$ cat src/include/psc_power_seq_regs.svh
// Register offsets, field positions, reset values and timing constants
`ifndef PSC_POWER_SEQ_REGS_SVH
`define PSC_POWER_SEQ_REGS_SVH

// ----------------------------------------
// Register offsets (3-bit address)
// ----------------------------------------
`define PSC_ADDR_CTRL 3'h0
`define PSC_ADDR_SLEEP_CORE 3'h1
`define PSC_ADDR_CORE_V 3'h2
`define PSC_ADDR_IO_V 3'h3
`define PSC_ADDR_STATUS 3'h4
`define PSC_ADDR_EVENTS 3'h5
`define PSC_ADDR_MASK 3'h6

// ----------------------------------------
// Field positions
// ----------------------------------------
`define PSC_CTRL_SUPPLY_EN 0
`define PSC_CTRL_SLEEP_ALLOW 1
`define PSC_CTRL_SLEEP_CORE_OFF 2
`define PSC_EV_BUTTON 0
`define PSC_EV_COVER 1

// ----------------------------------------
// Reset values; voltages are codes in 50 mV steps
// ----------------------------------------
`define PSC_CTRL_RST 3'h1
`define PSC_SLEEP_CORE_RST 7'h14
`define PSC_MASK_RST 2'h0
`define PSC_CORE_V_LOW 7'h1E
`define PSC_CORE_V_HIGH 7'h20
`define PSC_IO_V_LOW 7'h3C
`define PSC_IO_V_HIGH 7'h42

// ----------------------------------------
// Timing
// ----------------------------------------
`define PSC_CLK_KHZ 100000
`define PSC_CLK_MHZ 100
`define PSC_COVER_FILTER_MS 56
`define PSC_PIN_FILTER_MS 20
`define PSC_POR_DELAY_MS 100
`define PSC_PROC_RST_US 500
`define PSC_FAIL_DELAY_US 100

`endif

$ cat src/include/psc_pkg.sv
// Types shared by the power sequence controller and its bench
package psc_pkg;

   typedef enum logic [3:0] {
      PSC_OFF, PSC_RAMP_FIRST, PSC_RAMP_SECOND, PSC_POR_WAIT, PSC_ON,
      PSC_SLEEP, PSC_FAIL_DELAY, PSC_DOWN_FIRST, PSC_DOWN_SECOND, PSC_WAIT
   } psc_state_t;

   typedef struct packed {
      logic supplyOrderSelect;
      logic coreVoltageDefaultStrap;
      logic ioVoltageDefaultStrap;
      logic deepSleepRequest;
      logic pushButtonWake;
      logic warmRestartInN;
      logic coverPresent;
      logic supplyUnderVoltage;
      logic overTempWarn;
      logic coreRailGood;
      logic ioRailGood;
      logic linearRailOneGood;
   } psc_pins_t;

   typedef struct packed {
      logic coreEnable;
      logic ioEnable;
      logic [6:0] coreRailCode;
      logic [6:0] ioRailCode;
      logic linearReduced;
      logic powerOnResetPullLow;
      logic processorResetPullLow;
      logic supplyFailPullLow;
      logic irqPullLow;
   } psc_drive_t;

   typedef struct packed {
      psc_pins_t sync1;
      psc_pins_t sync2;
      logic [2:0] db;
      logic [2:0][23:0] dbCnt;
      psc_state_t state;
      logic strapsDone;
      logic orderIo;
      logic coreConv;
      logic ioConv;
      logic autoRestart;
      logic sleepAndPrev;
      logic [2:0] ctrl;
      logic [6:0] sleepCore;
      logic [6:0] coreV;
      logic [6:0] ioV;
      logic [6:0] savedCore;
      logic [1:0] events;
      logic [1:0] mask;
      logic [23:0] porCnt;
      logic porLow;
      logic [23:0] rstCnt;
      logic [23:0] failCnt;
      logic [7:0] rdData;
      psc_drive_t drive;
   } psc_regs_t;

endpackage

$ cat src/verilog/psc_power_sequence_control.sv
// Supply sequencing, low power mode and reset/fail control
//
// Functional notes
// [RQ1] Order strap low: core first up, last down
// [RQ2] Core default 1.5 V or 1.6 V by strap
// [RQ3] I/O default 3.0 V or 3.3 V by strap
// [RQ4] Sleep entry on rising edge of request AND allow
// [RQ5] Request pin ignored while allow bit clear
// [RQ6] Sleep lowers core to preset or disables it
// [RQ7] Exit on pin low, allow cleared, button, restart
// [RQ8] Re-entry on a new rising edge
// [RQ9] Button exit restores pre-sleep core voltage
// [RQ10] Button debounced, raises maskable interrupt
// [RQ11] Warm restart resets processor when core regulates
// [RQ12] Warm restart keeps settings, only leaves sleep; the code also starts a power-up from PSC_WAIT on it
// [RQ13] Cover loss raises interrupt, pulls fail low
// [RQ14] Cover loss: converters off, linears reduced
// [RQ15] Power-on reset low during start, follows rail
// [RQ16] Power-on reset released after fixed delay
// [RQ17] Warm restart gives timed processor reset pulse
// [RQ18] Processor reset forces sleep exit
// [RQ19] Processor reset held while power-on reset low
// [RQ20] Fail low on undervoltage, overtemp or cover loss
// [RQ21] Fail held low while power-on reset low
// [RQ22] Cover filter takes 56 ms
// [RQ23] Undervoltage: fail, delay, ordered shutdown
// [RQ24] Sleep request with supply disabled shuts down
// [RQ25] Debounce by saturating stable-level counters; the code's counters clear to zero when a level is accepted
// [RQ26] Open-drain outputs are pull-low enables
//
// The implementer's own choices: strobed register access and the register offsets.
`include "psc_power_seq_regs.svh"

module psc_power_sequence_control #(
   parameter int unsigned COVER_FILTER_CYC = `PSC_COVER_FILTER_MS * `PSC_CLK_KHZ,
   parameter int unsigned PIN_FILTER_CYC = `PSC_PIN_FILTER_MS * `PSC_CLK_KHZ,
   parameter int unsigned POR_DELAY_CYC = `PSC_POR_DELAY_MS * `PSC_CLK_KHZ,
   parameter int unsigned PROC_RST_CYC = `PSC_PROC_RST_US * `PSC_CLK_MHZ,
   parameter int unsigned FAIL_DELAY_CYC = `PSC_FAIL_DELAY_US * `PSC_CLK_MHZ
) (
   input wire logic sys_clk,
   input wire logic nrst,
   input wire logic [2:0] regAddr,
   input wire logic [7:0] regWrData,
   input wire logic regWr,
   input wire logic regRd,
   output logic [7:0] regRdData,
   input wire psc_pkg::psc_pins_t pins,
   output psc_pkg::psc_drive_t drive
);

   psc_pkg::psc_regs_t q;
   psc_pkg::psc_regs_t n;

   // ----------------------------------------
   // Helpers
   // ----------------------------------------
   function automatic logic [23:0] filterLimit(input int unsigned ch);
      filterLimit = (ch == 2) ? 24'(COVER_FILTER_CYC) : 24'(PIN_FILTER_CYC);
   endfunction

   function automatic logic isPowered(input psc_pkg::psc_state_t s);
      isPowered = (s == psc_pkg::PSC_RAMP_FIRST) || (s == psc_pkg::PSC_RAMP_SECOND) ||
                  (s == psc_pkg::PSC_POR_WAIT) || (s == psc_pkg::PSC_ON) ||
                  (s == psc_pkg::PSC_SLEEP);
   endfunction

   // ----------------------------------------
   // Next state
   // ----------------------------------------
   always_comb begin
      logic [2:0] raw;
      logic btnRise;
      logic warmRise;
      logic coverFall;
      logic sleepAnd;
      logic sleepRise;
      logic fault;
      logic firstGood;
      logic secondGood;
      raw = '0;
      btnRise = 1'b0;
      warmRise = 1'b0;
      coverFall = 1'b0;
      sleepAnd = 1'b0;
      sleepRise = 1'b0;
      fault = 1'b0;
      firstGood = 1'b0;
      secondGood = 1'b0;
      n = q;
      n.rdData = 8'h00;

      // Two-stage synchroniser on every pin
      n.sync1 = pins;
      n.sync2 = q.sync1;

      // Debounce: level accepted only after full stable count
      raw[0] = q.sync2.pushButtonWake;
      raw[1] = ~q.sync2.warmRestartInN;
      raw[2] = q.sync2.coverPresent;
      for (int unsigned i = 0; i < 3; i++) begin
         if (raw[i] == q.db[i]) begin
            n.dbCnt[i] = 24'h000000; // RQ25
         end else if (q.dbCnt[i] >= filterLimit(i) - 24'h000001) begin
            n.db[i] = raw[i]; // RQ25 RQ22
            n.dbCnt[i] = 24'h000000;
         end else begin
            n.dbCnt[i] = q.dbCnt[i] + 24'h000001;
         end
      end
      btnRise = n.db[0] & ~q.db[0]; // RQ10
      warmRise = n.db[1] & ~q.db[1];
      coverFall = ~n.db[2] & q.db[2];

      // Allow bit gates the request pin entirely
      sleepAnd = q.sync2.deepSleepRequest & q.ctrl[`PSC_CTRL_SLEEP_ALLOW]; // RQ5
      n.sleepAndPrev = sleepAnd;
      sleepRise = sleepAnd & ~q.sleepAndPrev; // RQ4 RQ8
      fault = q.sync2.supplyUnderVoltage | q.sync2.overTempWarn;

      // ----------------------------------------
      // Register writes
      // ----------------------------------------
      if (regWr) begin
         case (regAddr)
            `PSC_ADDR_CTRL: n.ctrl = regWrData[2:0];
            `PSC_ADDR_SLEEP_CORE: n.sleepCore = regWrData[6:0];
            `PSC_ADDR_CORE_V: n.coreV = regWrData[6:0];
            `PSC_ADDR_IO_V: n.ioV = regWrData[6:0];
            `PSC_ADDR_EVENTS: n.events = q.events & ~regWrData[1:0];
            `PSC_ADDR_MASK: n.mask = regWrData[1:0];
            default: n.ctrl = n.ctrl;
         endcase
      end
      // Set wins over a clear in the same cycle
      if (btnRise) begin
         n.events[`PSC_EV_BUTTON] = 1'b1; // RQ10
      end
      if (coverFall) begin
         n.events[`PSC_EV_COVER] = 1'b1; // RQ13
      end

      // ----------------------------------------
      // Register reads, data in the following cycle
      // ----------------------------------------
      if (regRd) begin
         case (regAddr)
            `PSC_ADDR_CTRL: n.rdData = {5'h00, q.ctrl};
            `PSC_ADDR_SLEEP_CORE: n.rdData = {1'b0, q.sleepCore};
            `PSC_ADDR_CORE_V: n.rdData = {1'b0, q.coreV};
            `PSC_ADDR_IO_V: n.rdData = {1'b0, q.ioV};
            `PSC_ADDR_STATUS: n.rdData = {q.drive.supplyFailPullLow,
               q.drive.processorResetPullLow, q.porLow, q.db[2], 4'(q.state)};
            `PSC_ADDR_EVENTS: n.rdData = {6'h00, q.events};
            `PSC_ADDR_MASK: n.rdData = {6'h00, q.mask};
            default: n.rdData = 8'h00;
         endcase
      end

      // ----------------------------------------
      // Sequencer
      // ----------------------------------------
      // First-up rail per captured order strap
      firstGood = q.orderIo ? q.sync2.ioRailGood : q.sync2.coreRailGood; // RQ1
      secondGood = q.orderIo ? q.sync2.coreRailGood : q.sync2.ioRailGood;
      case (q.state)
         psc_pkg::PSC_OFF, psc_pkg::PSC_WAIT: begin
            n.coreConv = 1'b0;
            n.ioConv = 1'b0;
            if (q.db[2] && !fault && (q.state == psc_pkg::PSC_OFF || q.autoRestart ||
                btnRise || warmRise)) begin
               if (!q.strapsDone) begin
                  // Straps taken once, long after reset release
                  n.strapsDone = 1'b1;
                  n.orderIo = q.sync2.supplyOrderSelect; // RQ1
                  n.coreV = q.sync2.coreVoltageDefaultStrap ?
                            `PSC_CORE_V_HIGH : `PSC_CORE_V_LOW; // RQ2
                  n.ioV = q.sync2.ioVoltageDefaultStrap ?
                          `PSC_IO_V_HIGH : `PSC_IO_V_LOW; // RQ3
               end
               n.state = psc_pkg::PSC_RAMP_FIRST;
            end
         end
         psc_pkg::PSC_RAMP_FIRST: begin
            if (q.orderIo) begin
               n.ioConv = 1'b1; // RQ1
            end else begin
               n.coreConv = 1'b1; // RQ1
            end
            if (firstGood) begin
               n.state = psc_pkg::PSC_RAMP_SECOND;
            end
         end
         psc_pkg::PSC_RAMP_SECOND: begin
            n.coreConv = 1'b1;
            n.ioConv = 1'b1;
            if (secondGood) begin
               n.state = psc_pkg::PSC_POR_WAIT;
            end
         end
         psc_pkg::PSC_POR_WAIT: begin
            if (!q.porLow) begin
               n.state = psc_pkg::PSC_ON;
            end
         end
         psc_pkg::PSC_ON: begin
            if (sleepRise) begin
               if (!q.ctrl[`PSC_CTRL_SUPPLY_EN]) begin
                  n.autoRestart = 1'b0; // RQ24
                  n.state = psc_pkg::PSC_DOWN_FIRST;
               end else begin
                  n.savedCore = q.coreV; // RQ9
                  n.state = psc_pkg::PSC_SLEEP; // RQ4
               end
            end
         end
         psc_pkg::PSC_SLEEP: begin
            if (q.drive.processorResetPullLow || !sleepAnd || btnRise || warmRise) begin
               n.state = psc_pkg::PSC_ON; // RQ7 RQ12 RQ18
            end
            if (btnRise) begin
               n.coreV = q.savedCore; // RQ9
            end
         end
         psc_pkg::PSC_FAIL_DELAY: begin
            // Grace time for the processor after fail goes low
            if (q.failCnt >= 24'(FAIL_DELAY_CYC) - 24'h000001) begin
               n.state = psc_pkg::PSC_DOWN_FIRST; // RQ23
            end else begin
               n.failCnt = q.failCnt + 24'h000001;
            end
         end
         psc_pkg::PSC_DOWN_FIRST: begin
            // Last-up rail goes down first
            if (q.orderIo) begin
               n.coreConv = 1'b0; // RQ1 RQ23 RQ24
            end else begin
               n.ioConv = 1'b0; // RQ1 RQ23 RQ24
            end
            n.state = psc_pkg::PSC_DOWN_SECOND;
         end
         psc_pkg::PSC_DOWN_SECOND: begin
            n.coreConv = 1'b0;
            n.ioConv = 1'b0;
            n.state = psc_pkg::PSC_WAIT;
         end
         default: n.state = psc_pkg::PSC_OFF;
      endcase

      // Faults override any powered state
      if (isPowered(q.state) || q.state == psc_pkg::PSC_FAIL_DELAY) begin
         if (!n.db[2]) begin
            n.autoRestart = 1'b1;
            n.state = psc_pkg::PSC_DOWN_FIRST; // RQ14
         end else if (fault && q.state != psc_pkg::PSC_FAIL_DELAY) begin
            n.autoRestart = 1'b1;
            n.failCnt = 24'h000000;
            n.state = psc_pkg::PSC_FAIL_DELAY; // RQ23
         end
      end

      // ----------------------------------------
      // Power-on reset and processor reset
      // ----------------------------------------
      if (!(q.state == psc_pkg::PSC_POR_WAIT || q.state == psc_pkg::PSC_ON ||
            q.state == psc_pkg::PSC_SLEEP) || !q.sync2.linearRailOneGood) begin
         n.porCnt = 24'h000000; // RQ15
         n.porLow = 1'b1; // RQ15
      end else if (q.porCnt >= 24'(POR_DELAY_CYC) - 24'h000001) begin
         n.porLow = 1'b0; // RQ16
      end else begin
         n.porCnt = q.porCnt + 24'h000001; // RQ16
      end
      if (warmRise && q.sync2.coreRailGood) begin
         n.rstCnt = 24'(PROC_RST_CYC); // RQ11 RQ17
      end else if (q.rstCnt != 24'h000000) begin
         n.rstCnt = q.rstCnt - 24'h000001; // RQ17
      end

      // ----------------------------------------
      // Pin drive, all from flip-flops
      // ----------------------------------------
      n.drive.coreEnable = n.coreConv & ~(n.state == psc_pkg::PSC_SLEEP &&
                           n.ctrl[`PSC_CTRL_SLEEP_CORE_OFF]); // RQ6
      n.drive.ioEnable = n.ioConv;
      n.drive.coreRailCode = (n.state == psc_pkg::PSC_SLEEP) ? n.sleepCore : n.coreV; // RQ6
      n.drive.ioRailCode = n.ioV;
      n.drive.linearReduced = ~n.db[2] | (n.state == psc_pkg::PSC_WAIT); // RQ14
      n.drive.powerOnResetPullLow = n.porLow; // RQ26
      n.drive.processorResetPullLow = n.porLow | (n.rstCnt != 24'h000000); // RQ19 RQ26
      n.drive.supplyFailPullLow = fault | ~n.db[2] | n.porLow; // RQ13 RQ20 RQ21
      n.drive.irqPullLow = |(n.events & ~n.mask); // RQ10 RQ13
   end

   // ----------------------------------------
   // State register
   // ----------------------------------------
   always_ff @(posedge sys_clk or negedge nrst) begin
      if (!nrst) begin
         q <= '0;
         q.state <= psc_pkg::PSC_OFF;
         q.ctrl <= `PSC_CTRL_RST;
         q.sleepCore <= `PSC_SLEEP_CORE_RST;
         q.coreV <= `PSC_CORE_V_LOW;
         q.ioV <= `PSC_IO_V_LOW;
         q.mask <= `PSC_MASK_RST;
         q.porLow <= 1'b1;
         q.drive.powerOnResetPullLow <= 1'b1;
         q.drive.processorResetPullLow <= 1'b1;
         q.drive.supplyFailPullLow <= 1'b1;
         q.drive.linearReduced <= 1'b1;
      end else begin
         q <= n;
      end
   end

   assign regRdData = q.rdData;
   assign drive = q.drive;

endmodule

$ cat config.mk
export PLATFORM = sky130hd
export DESIGN_NAME = psc_power_sequence_control
export DESIGN_NICKNAME = d
export VERILOG_FILES = /design/src/include/psc_pkg.sv /design/src/verilog/psc_power_sequence_control.sv
export VERILOG_INCLUDE_DIRS = /design/src /design/src/include
export SDC_FILE = /design/constraint.sdc
export NUM_CORES = 1
export LEC_CHECK = 0
export BUFFER_PORTS_ARGS = -buffer_cell sky130_fd_sc_hd__buf_4
export CAP_MARGIN = 20
export CORE_UTILIZATION = 56
export CTS_CLUSTER_SIZE = 12
export DETAILED_ROUTE_END_ITERATION = 7
export HOLD_SLACK_MARGIN = 0.06
export PLACE_DENSITY = 0.78
export SETUP_SLACK_MARGIN = 0.15
export SLEW_MARGIN = 0
export SYNTH_ARGS = -nofsm -noshare
export SYNTH_HDL_FRONTEND = slang
export SYNTH_SLANG_ARGS = --single-unit
export TNS_END_PERCENT = 30
$ cat constraint.sdc
create_clock -name sys_clk -period 2.62 [get_ports sys_clk]
set_input_delay 0.393 -clock sys_clk [delete_from_list [all_inputs] [get_ports sys_clk]]
set_output_delay 0.393 -clock sys_clk [all_outputs]
set_load 0.03 [all_outputs]
==> summary.md, run 1 <==
| Metric | Value |
|---|---|
| Status | `finished, violations left` |
| Failing checks | `negative setup slack` |
| Fin crit share | `113%` |
| Vias in the first global route | `8413` |
| Post-Route Utilization | `71.7%` |
| Depth of the CTS H-tree | `1` |
| Top cells by count, synth | `dfrtp_1 (226), nor2_1 (162), nand2_1 (73), xnor2_1 (61), nand3_1 (52)` |
| Filler cell count | `1354` |
| Die area | `20900 µm²` |
| Clock Tree Root | `clkbuf_16` |
| GRT Overall Usage | `24.4%` |
| Final Net Count | `1295` |
| Crit Path Category | `flop to flop` |
| First-pass GRT wire length | `40700 µm` |
| WL final | `25100 µm` |
| Main synth FF type | `dfrtp_1` |
| Slew HR | `54.8%` |
| Cell Area, Placed | `12600 µm²` |
| CP required | `3.02 ns` |
| Initial antenna violation count | `0` |
| Cell total after placement | `1470` |
| Worst Tran Pin Value | `0.676 ns` |
| CTS Buffer Depth | `3` |
| Sequential area share after synthesis | `53.1%` |
| Critical Path Max Stage Delay | `0.56 ns` |
| Synth area leader | `dfrtp_1` |
| Vias/cell | `5.58` |
| WP data arrival | `3.35 ns` |
| Final setup fails | `9` |
| Max Slew Vio Count | `0` |
| Total number of vias | `8626` |
| TNS Setup | `-2.38 ns` |
| Post-synth ARST share | `100%` |
| Rows | `51` |
| Top area cells in the synthesized netlist | `dfrtp_1 (50%), nor2_1 (5.3%), xnor2_1 (4.7%), dfstp_2 (3.5%), mux2_2 (3.5%)` |
| Initial core utilization | `57.8%` |
| 1st-iter DRT viols | `625` |
| Worst-case vdd ir drop | `0.619 mV` |
| Synth top area share | `49.6%` |
| Num CTS Buffers | `27` |
| WL per Instance | `16.2 µm` |
| 1st-pass router iterations | `5` |
| Grt total ovfl | `0` |
| Final Critical Period | `2.95 ns` |
| Achievable Freq | `339 MHz` |
| Number of enable flip-flop cells after synthesis | `0` |
| Setup WS post-layout | `-0.329 ns` |
| Layout cells sized above 1 | `25.9%` |
| Die Span Y | `145 µm` |
| Max-cap violation count | `0` |
| Hold Violations, Final | `0` |
| Power Total | `11.2 mW` |
| Core area | `19700 µm²` |
| Worst min path class | `primary input to flop` |
| Antenna-violating nets left | `0` |
| Gate count of the mapped netlist | `1107` |
| Syn. warnings | `0` |
| GPL Wtd Cong | `0.914` |
| Final Cell Area | `14100 µm²` |
| Die width | `145 µm` |
| # clock sinks | `241` |
| Port buffer count | `54` |
| Clk slew on worst S/H paths | `0.06 ns` |
| Clk_lat worst skew | `0.53 ns` |
| Setup crit end kind | `flop` |
| DP HPWL | `16800 µm` |
| Largest net degree at the start of global routing | `63` |
| CTS tree | `yes` |
| Synth cell types | `66` |
| RSZ-0062 raised after global routing | `yes` |
| Cell area power density | `796 nW/µm²` |
| Critical path cell sequence | `or4_4 -> o21a_1 -> a2111o_1 -> nand2_2 -> and3_1 -> o31ai_2 -> nor4b_4 -> buf_4 -> mux2_2` |
| Drt drc | `0` |
| Clk_skew | `0.00796 ns` |
| Final std cells w/o fill | `1546` |
| Diodes inserted | `0` |
| Slowest CP cell | `or4_4` |
| Top-count cell post-synth | `dfrtp_1` |
| Max Fanout on Critical Path | `4` |
| Top Ports | `56` |
| Worst setup SP type | `flop` |
| Yosys reg bits | `241` |
| Synth Area per Inst | `10.3 µm²` |
| Mapped Area | `11400 µm²` |
| Pleak | `6.17 nW` |
| Area Overhead vs Synth | `24.0%` |
final timing paths:
| path | startpoint | end | slack [ns] | cells after the start |
|---|---|---|---|---|
| hold / removal | regRd | regRdData[4]$_DFF_PN0_ | 0.14 | 2 |
| setup reg to reg | q[185]$_DFF_PN0_ | drive[15]$_DFF_PN0_ | -0.33 | 9 |
| max in group asynchronous | nrst | q[49]$_DFF_PN0_ | 1.47 | 3 |
| min in group asynchronous | nrst | q[149]$_DFF_PN0_ | 0.39 | 2 |
| hold reg to reg | n[226]$_DFF_PN0_ | q[226]$_DFF_PN0_ | 0.35 | 0 |
| setup / recovery | q[185]$_DFF_PN0_ | drive[15]$_DFF_PN0_ | -0.33 | 9 |
placed cells by master (no fill, tap or decap), types with 21 or more instances in the layout:
master	n
dfrtp_1	225
nand3_1	49
nand2_1	71
mux2_2	35
nor3_1	29
nor2_1	161
a21oi_1	23
xor2_1	42
mux2i_1	21
buf_4	160
nand4_1	25
o21ai_0	31
clkbuf_16	27
xnor2_1	59
cells by family after synthesis:
kind of cell	after synthesis	synth area share, %
flip-flops	241	53.1
other	1	0.0329
XOR/XNOR	104	7.99
multiplexers	59	5.90
adder cells (fa/ha/maj)	7	0.769
buffers and inverters	88	3.94
AND/OR/NAND/NOR	483	21.2
AO/OA/AOI/OAI	124	7.05
registers in the layout, indices dropped and copies added (netlist names):
signal / count
regRdData: 8
q: 200
n: 12
drive: 21
metrics by stage:
step                setup WS (ns)  hold WS (ns)
detailed placement         -0.253         0.336
global route               -0.467         0.157
CTS                        -0.211         0.122
floorplan                  -0.152        0.0974
global placement           -0.209         0.333
finish                     -0.329         0.137
worst max-delay path, delay by kind of cell (launching register included):
kind,cells,cell delay [ns]
compound gates,3,0.73
simple gates,4,1.19
buf+inv,1,0.19
mux,1,0.34
flops,1,0.37
area by class of cell:
type | count | area, µm² | share of cell area, %
clock buffer | 42 | 812 | 5.75
sequential | 241 | 6050 | 42.8
timing repair buffer | 185 | 1490 | 10.6
clock inverter | 7 | 71.3 | 0.505
inverter | 22 | 82.6 | 0.584
multi-input combinational | 784 | 5290 | 37.4
tap | 265 | 332 | 2.35
layer usage:
layer	global-route usage, %	vias up	wire, µm
met5	0	-	0
met4	7.53	0	792
met3	3.97	75	1380
met2	40.1	276	11900
met1	33.1	4149	11000
li1	-	4126	-
power breakdown:
group	internal, mW	leakage [nW]	switching [mW]
Sequential	4.27	3.10	0.384
Clock	2.22	0.437	1.43
Combinational	1.28	2.63	1.65
repair_timing:
action / CTS / global route
resized for setup: 22 / 53
endpoints found under the hold margin: 62 / 0
hold buffers: 13 / 0
buffers inserted: 5 / 9
endpoints found under the setup margin: 33 / 59
pin swaps: 19 / 42
(Power assumes the default switching activity.)
==> inputs of run 2 (changes only) <==
CORE_UTILIZATION = 59   (was 56)
clock period = 3.21 ns   (was 2.62 ns; I/O delays follow)
==> summary.md, run 2 (synthesis results as in run 1) <==
| Metric | Value |
|---|---|
| CTS tree | `yes (unchanged)` |
| Worst-case vdd ir drop | `0.433 mV (was 0.619 mV)` |
| 1st-pass router iterations | `4 (was 5)` |
| Achievable Freq | `335 MHz (was 339 MHz)` |
| Hold Violations, Final | `0 (unchanged)` |
| Worst Tran Pin Value | `0.770 ns (was 0.676 ns)` |
| Status | `completed (was finished, violations left)` |
| Sw Pwr | `2.61 mW (was 3.47 mW)` |
| Layout cells sized above 1 | `15.9% (was 25.9%)` |
| CP Buf/Inv Count | `1 (unchanged)` |
| Diodes inserted | `0 (unchanged)` |
| RSZ-0062 raised after global routing | `no (was yes)` |
| First-pass GRT wire length | `38600 µm (was 40700 µm)` |
| Cell area power density | `668 nW/µm² (was 796 nW/µm²)` |
| Largest register FFs | `200 (unchanged)` |
| 1st-iter DRT viols | `406 (was 625)` |
| # clock sinks | `241 (unchanged)` |
| Cell total after placement | `1381 (was 1470)` |
| Port buffer count | `54 (unchanged)` |
| Die Span Y | `141 µm (was 145 µm)` |
| Final Critical Period | `2.98 ns (was 2.95 ns)` |
| Setup WS post-layout | `0.229 ns (was -0.329 ns)` |
| Clock Tree Root | `clkbuf_16 (unchanged)` |
| Flop pwr share | `44.6% (was 41.4%)` |
| TNS Setup | `0 ns (was -2.38 ns)` |
| Pleak | `5.57 nW (was 6.17 nW)` |
| Clk_lat worst skew | `0.52 ns (was 0.53 ns)` |
| Worst path top cell family by delay | `simple AND/OR/NAND/NOR gates (unchanged)` |
| Grt total ovfl | `0 (unchanged)` |
| Clk pwr share | `32.8% (was 32.5%)` |
| Global routing's busiest layer | `met2 (unchanged)` |
| Largest register by flop count | `q (unchanged)` |
| Clk slew on worst S/H paths | `0.06 ns (about the same)` |
| Final std cells w/o fill | `1433 (was 1546)` |
| Rows | `50 (was 51)` |
| Fin crit share | `92.9% (was 113%)` |
| Most frequent cells in the layout | `dfrtp_1 (225), nor2_1 (162), buf_4 (74) (was dfrtp_1 (225), nor2_1 (161), buf_4 (160))` |
| Initial antenna violation count | `0 (unchanged)` |
| Final setup fails | `0 (was 9)` |
| Grt met1 use | `32.5% (was 33.1%)` |
| Worst setup SP type | `flop (unchanged)` |
| Commonest non-fill, non-tap cell in the layout | `dfrtp_1 (unchanged)` |
| Drt drc | `0 (unchanged)` |
| Max Slew Vio Count | `0 (unchanged)` |
| Clk_skew | `0.0158 ns (was 0.00796 ns)` |
| Slew HR | `48.7% (was 54.8%)` |
| Die width | `141 µm (was 145 µm)` |
| Initial core utilization | `60.5% (was 57.8%)` |
| Num CTS Buffers | `26 (was 27)` |
| Switching share of power | `30.3% (was 30.8%)` |
| Final Net Count | `1192 (was 1295)` |
| WL per Instance | `16.0 µm (was 16.2 µm)` |
| Filler cell count | `1428 (was 1354)` |
| Vias in the first global route | `7988 (was 8413)` |
| WL final | `22900 µm (was 25100 µm)` |
| GPL Wtd Cong | `0.855 (was 0.914)` |
| Met3 Track Usage GR | `3.63% (was 3.97%)` |
| GRT Overall Usage | `23.9% (was 24.4%)` |
| Total number of vias | `8091 (was 8626)` |
| Core area | `18800 µm² (was 19700 µm²)` |
| Critical Path Max Stage Delay | `0.55 ns (was 0.56 ns)` |
| Met2 GRT Util | `40.0% (was 40.1%)` |
| Max Fanout on Critical Path | `8 (was 4)` |
| Vias/cell | `5.65 (was 5.58)` |
| CP required | `3.61 ns (was 3.02 ns)` |
| Internal Power | `6.02 mW (was 7.78 mW)` |
| WP data arrival | `3.38 ns (was 3.35 ns)` |
| Critical path cell sequence | `or4_4 -> o21a_1 -> a2111o_1 -> nand2_2 -> and3_1 -> o31ai_2 -> nor4b_4 -> buf_6 -> mux2_2 (was or4_4 -> o21a_1 -> a2111o_1 -> nand2_2 -> and3_1 -> o31ai_2 -> nor4b_4 -> buf_4 -> mux2_2)` |
| Crit Path Category | `flop to flop (unchanged)` |
| Top Ports | `56 (unchanged)` |
| Area Overhead vs Synth | `13.4% (was 24.0%)` |
| Worst min path class | `primary input to flop (unchanged)` |
| Slowest CP cell | `or4_4 (unchanged)` |
| Setup crit end kind | `flop (unchanged)` |
| DP HPWL | `15500 µm (was 16800 µm)` |
| Antenna-violating nets left | `0 (unchanged)` |
| Die area | `19900 µm² (was 20900 µm²)` |
| Depth of the CTS H-tree | `1 (unchanged)` |
| Post-Route Utilization | `68.6% (was 71.7%)` |
| Gate power share | `22.6% (was 26.1%)` |
| CTS Buffer Depth | `3 (unchanged)` |
| Largest net degree at the start of global routing | `104 (was 63)` |
| Max-cap violation count | `0 (unchanged)` |
| Pre-CTS setup slack | `0.274 ns (was -0.253 ns)` |
[run 2: cell types whose count changed in the layout (fill, tap and decap cells not counted), sizes merged]
cell         before  now
dlygate4sd3      13    5
clkinv            5    3
clkbuf           42   38
buf             172   78
[run 2: final timing paths]
| path | startpoint | to | slack, ns | cells past startpoint |
|---|---|---|---|---|
| max | q[183]$_DFF_PN0_ | drive[13]$_DFF_PN0_ | 0.23 | 9 |
| min | pins[1] | n[223]$_DFF_PN0_ | 0.09 | 1 |
| max reg2reg | q[183]$_DFF_PN0_ | drive[13]$_DFF_PN0_ | 0.23 | 9 |
| min reg2reg | n[226]$_DFF_PN0_ | q[226]$_DFF_PN0_ | 0.35 | 0 |
| max in group asynchronous | nrst | q[116]$_DFF_PN1_ | 1.70 | 3 |
| min in group asynchronous | nrst | q[199]$_DFF_PN0_ | 0.59 | 2 |
[run 2: final cells by class]
cell class	count	area, µm²	area share, %
Sequential cell	241	6050	46.8
Multi-Input combinational cell	784	4970	38.5
Inverter	22	82.6	0.639
Clock inverter	5	56.3	0.436
Clock buffer	38	757	5.86
Tap cell	260	325	2.52
Timing Repair Buffer	83	672	5.20
[run 2: metrics by stage]
step	cell area, µm²	hold slack (ns)	total power, mW
after global routing	12900	0.0666	9.06
final	12900	0.0870	8.63
after floorplan	11400	0.186	5.27
after global placement	12000	0.332	5.72
after detailed placement	12000	0.336	5.78
after CTS	12800	0.0640	8.67
[run 2: worst register-to-register path, cell delays in order (launching register included)]
cell      delay, ns
dfrtp_2        0.44
or4_4          0.55
o21a_1         0.22
a2111o_1       0.44
nand2_2        0.16
and3_1         0.19
o31ai_2        0.10
nor4b_4        0.24
buf_6          0.19
mux2_2         0.35
[run 2: repair_timing]
action / 4_1_cts / 5_1_grt
hold buffers: 5 / 0
buffers inserted: 0 / 4
endpoints found under the setup margin: 0 / 8
resized for setup: 0 / 10
hold endpoints to repair: 100 / 0
[run 2: per-layer routing]
metal	share of wire (%)	wire length [µm]
met2	47	10800
met4	2.8	635
met3	4.1	929
met1	46	10500
met5	0	0
[run 2: power groups by stage]
stage	clock network, mW	registers, mW	logic (mW)
2_1_floorplan	0	3.72	1.55
3_3_place_gp	0	3.87	1.85
3_5_place_dp	0	3.89	1.89
4_1_cts	2.90	3.84	1.92
5_1_grt	3.02	3.90	2.14
6_report	2.83	3.85	1.95
==> inputs of run 3 (changes only) <==
CORE_UTILIZATION = 55   (was 59)
PLACE_DENSITY = 0.74   (was 0.78)
clock period = 3.2 ns   (was 3.21 ns; I/O delays follow)
==> summary.md, run 3 (synthesis results as in run 1) <==
| Metric | Value |
|---|---|
| Status | `completed (unchanged)` |
| Die area | `21300 µm² (was 19900 µm²)` |
| DP HPWL | `15300 µm (was 15500 µm)` |
| First-pass GRT wire length | `38500 µm (was 38600 µm)` |
| Antenna-violating nets left | `0 (unchanged)` |
| Final Net Count | `1194 (was 1192)` |
| 1st-pass router iterations | `5 (was 4)` |
| Largest register by flop count | `q (unchanged)` |
| Slew HR | `48.5% (was 48.7%)` |
| Global routing's busiest layer | `met2 (unchanged)` |
| RR Startpoint | `q[183]$_DFF_PN0_ (unchanged)` |
| R2R setup slack | `0.29 ns (was 0.23 ns)` |
| CP startpoint | `q[183]$_DFF_PN0_ (unchanged)` |
| Clk_skew | `0.0162 ns (was 0.0158 ns)` |
| CTS tree | `yes (unchanged)` |
| RSZ-0062 raised after global routing | `yes (was no)` |
| Worst Tran Pin Value | `0.772 ns (was 0.770 ns)` |
| Clock Tree Root | `clkbuf_16 (unchanged)` |
| Most frequent cells in the layout | `dfrtp_1 (226), nor2_1 (162), nand2_1 (73), buf_4 (73), xnor2_1 (61) (was dfrtp_1 (225), nor2_1 (162), buf_4 (74))` |
| Commonest non-fill, non-tap cell in the layout | `dfrtp_1 (unchanged)` |
| Diodes inserted | `0 (unchanged)` |
| Max Fanout on Critical Path | `8 (unchanged)` |
| Clk slew on worst S/H paths | `0.05 ns (was 0.06 ns)` |
| Worst setup SP type | `flop (unchanged)` |
| Max-cap violation count | `0 (unchanged)` |
| Filler cell count | `1649 (was 1428)` |
| # clock sinks | `241 (unchanged)` |
| Layout cells sized above 1 | `15.5% (was 15.9%)` |
| Grt total ovfl | `0 (unchanged)` |
| Rows | `52 (was 50)` |
| Initial core utilization | `56.1% (was 60.5%)` |
| Depth of the CTS H-tree | `1 (unchanged)` |
| Max Slew Vio Count | `0 (unchanged)` |
| Vias in the first global route | `7911 (was 7988)` |
| Met2 GRT Util | `35.2% (was 40.0%)` |
| Largest register FFs | `200 (unchanged)` |
| Total number of vias | `8042 (was 8091)` |
| Port buffer count | `54 (unchanged)` |
| Achievable Freq | `344 MHz (was 335 MHz)` |
| Die width | `146 µm (was 141 µm)` |
| Die Span Y | `146 µm (was 141 µm)` |
| Fin crit share | `90.9% (was 92.9%)` |
| TNS Setup | `0 ns (unchanged)` |
| 1st-iter DRT viols | `514 (was 406)` |
| Drt drc | `0 (unchanged)` |
| Clk_lat worst skew | `0.52 ns (about the same)` |
| Final Cell Area | `12900 µm² (about the same)` |
| Final Critical Period | `2.91 ns (was 2.98 ns)` |
| GPL Wtd Cong | `0.832 (was 0.855)` |
| Largest net degree at the start of global routing | `105 (was 104)` |
| Worst min path class | `primary input to flop (unchanged)` |
| Top Ports | `56 (unchanged)` |
| Cell Area, Placed | `12000 µm² (about the same)` |
| Vias/cell | `5.55 (was 5.65)` |
| Final setup fails | `0 (unchanged)` |
| CP required | `3.60 ns (was 3.61 ns)` |
| Num CTS Buffers | `25 (was 26)` |
| Core area | `20300 µm² (was 18800 µm²)` |
| Setup crit end kind | `flop (unchanged)` |
| GRT Overall Usage | `21.9% (was 23.9%)` |
| Grt met1 use | `30.8% (was 32.5%)` |
| Worst-case vdd ir drop | `0.398 mV (was 0.433 mV)` |
| Critical path endpoint | `drive[16]$_DFF_PN0_ (was drive[13]$_DFF_PN0_)` |
| WP data arrival | `3.30 ns (was 3.38 ns)` |
| Pleak | `5.55 nW (was 5.57 nW)` |
| Initial antenna violation count | `0 (unchanged)` |
| R2R depth | `9 (unchanged)` |
| Met3 Track Usage GR | `3.42% (was 3.63%)` |
| CTS Buffer Depth | `3 (unchanged)` |
| WL final | `22500 µm (was 22900 µm)` |
| WL per Instance | `15.5 µm (was 16.0 µm)` |
| R2r endpoint | `drive[16]$_DFF_PN0_ (was drive[13]$_DFF_PN0_)` |
| Area Overhead vs Synth | `13.1% (was 13.4%)` |
| Cell area power density | `658 nW/µm² (was 668 nW/µm²)` |
| Crit Path Category | `flop to flop (unchanged)` |
| Hold Violations, Final | `0 (unchanged)` |
-- run 3: how the worst min path moves through the flow --
stage	slack, ns	to	cells after the start	startpoint
floorplan	0.18	drive[0]$_DFF_PN0_	0	nrst
global placement	0.33	q[228]$_DFF_PN0_	0	n[228]$_DFF_PN0_
detailed placement	0.33	q[223]$_DFF_PN0_	0	n[223]$_DFF_PN0_
CTS	0.06	n[226]$_DFF_PN0_	1	pins[4]
global route	0.07	n[223]$_DFF_PN0_	1	pins[1]
finish	0.08	n[227]$_DFF_PN0_	1	pins[5]
-- run 3: cell type report --
class	count	area, µm²	share of cell area [%]
Tap cell	270	338	2.62
Inverter	22	82.6	0.641
Sequential cell	241	6050	47.0
Clock inverter	4	20.0	0.155
Clock buffer	41	726	5.63
Timing Repair Buffer	86	716	5.56
Multi-Input combinational cell	784	4950	38.4
-- run 3: where the power goes --
group	internal (mW)	switching [mW]
logic	0.847	1.19
registers	3.50	0.288
clock network	1.54	1.12
total	5.88	2.60
-- run 3: per-stage QoR --
step	setup WS [ns]	cells	total power, mW	utilization, %	hold WS (ns)
2_1_floorplan	0.428	1113	5.28	-	0.184
3_3_place_gp	0.308	1394	5.78	59.2	0.333
3_5_place_dp	0.281	1394	5.83	59.2	0.335
4_1_cts	0.245	1445	8.52	63.2	0.0612
5_1_grt	0.154	1448	8.93	63.5	0.0667
6_report	0.291	1448	8.48	63.5	0.0780
-- run 3: repair_timing --
action	CTS	global route
endpoints found under the setup margin	0	8
gates resized for setup	0	6
hold endpoints to repair	51	1
hold buffers	6	1
setup buffers	0	1
-- run 3: critical path, stage by stage, from the launching register on --
cell and delay [ns]:
dfrtp_1 0.43, or4_4 0.55, o21a_1 0.21, a2111o_1 0.43, nand2_2 0.15, and3_1 0.18
o31ai_2 0.08, nor4b_4 0.24, buf_6 0.18, mux2_2 0.34
-- run 3: per-layer routing --
metal	vias to the layer above	wire, µm
met1	3902	10400
met5	-	0
met3	40	1020
met2	194	10500
li1	3906	-
met4	0	550
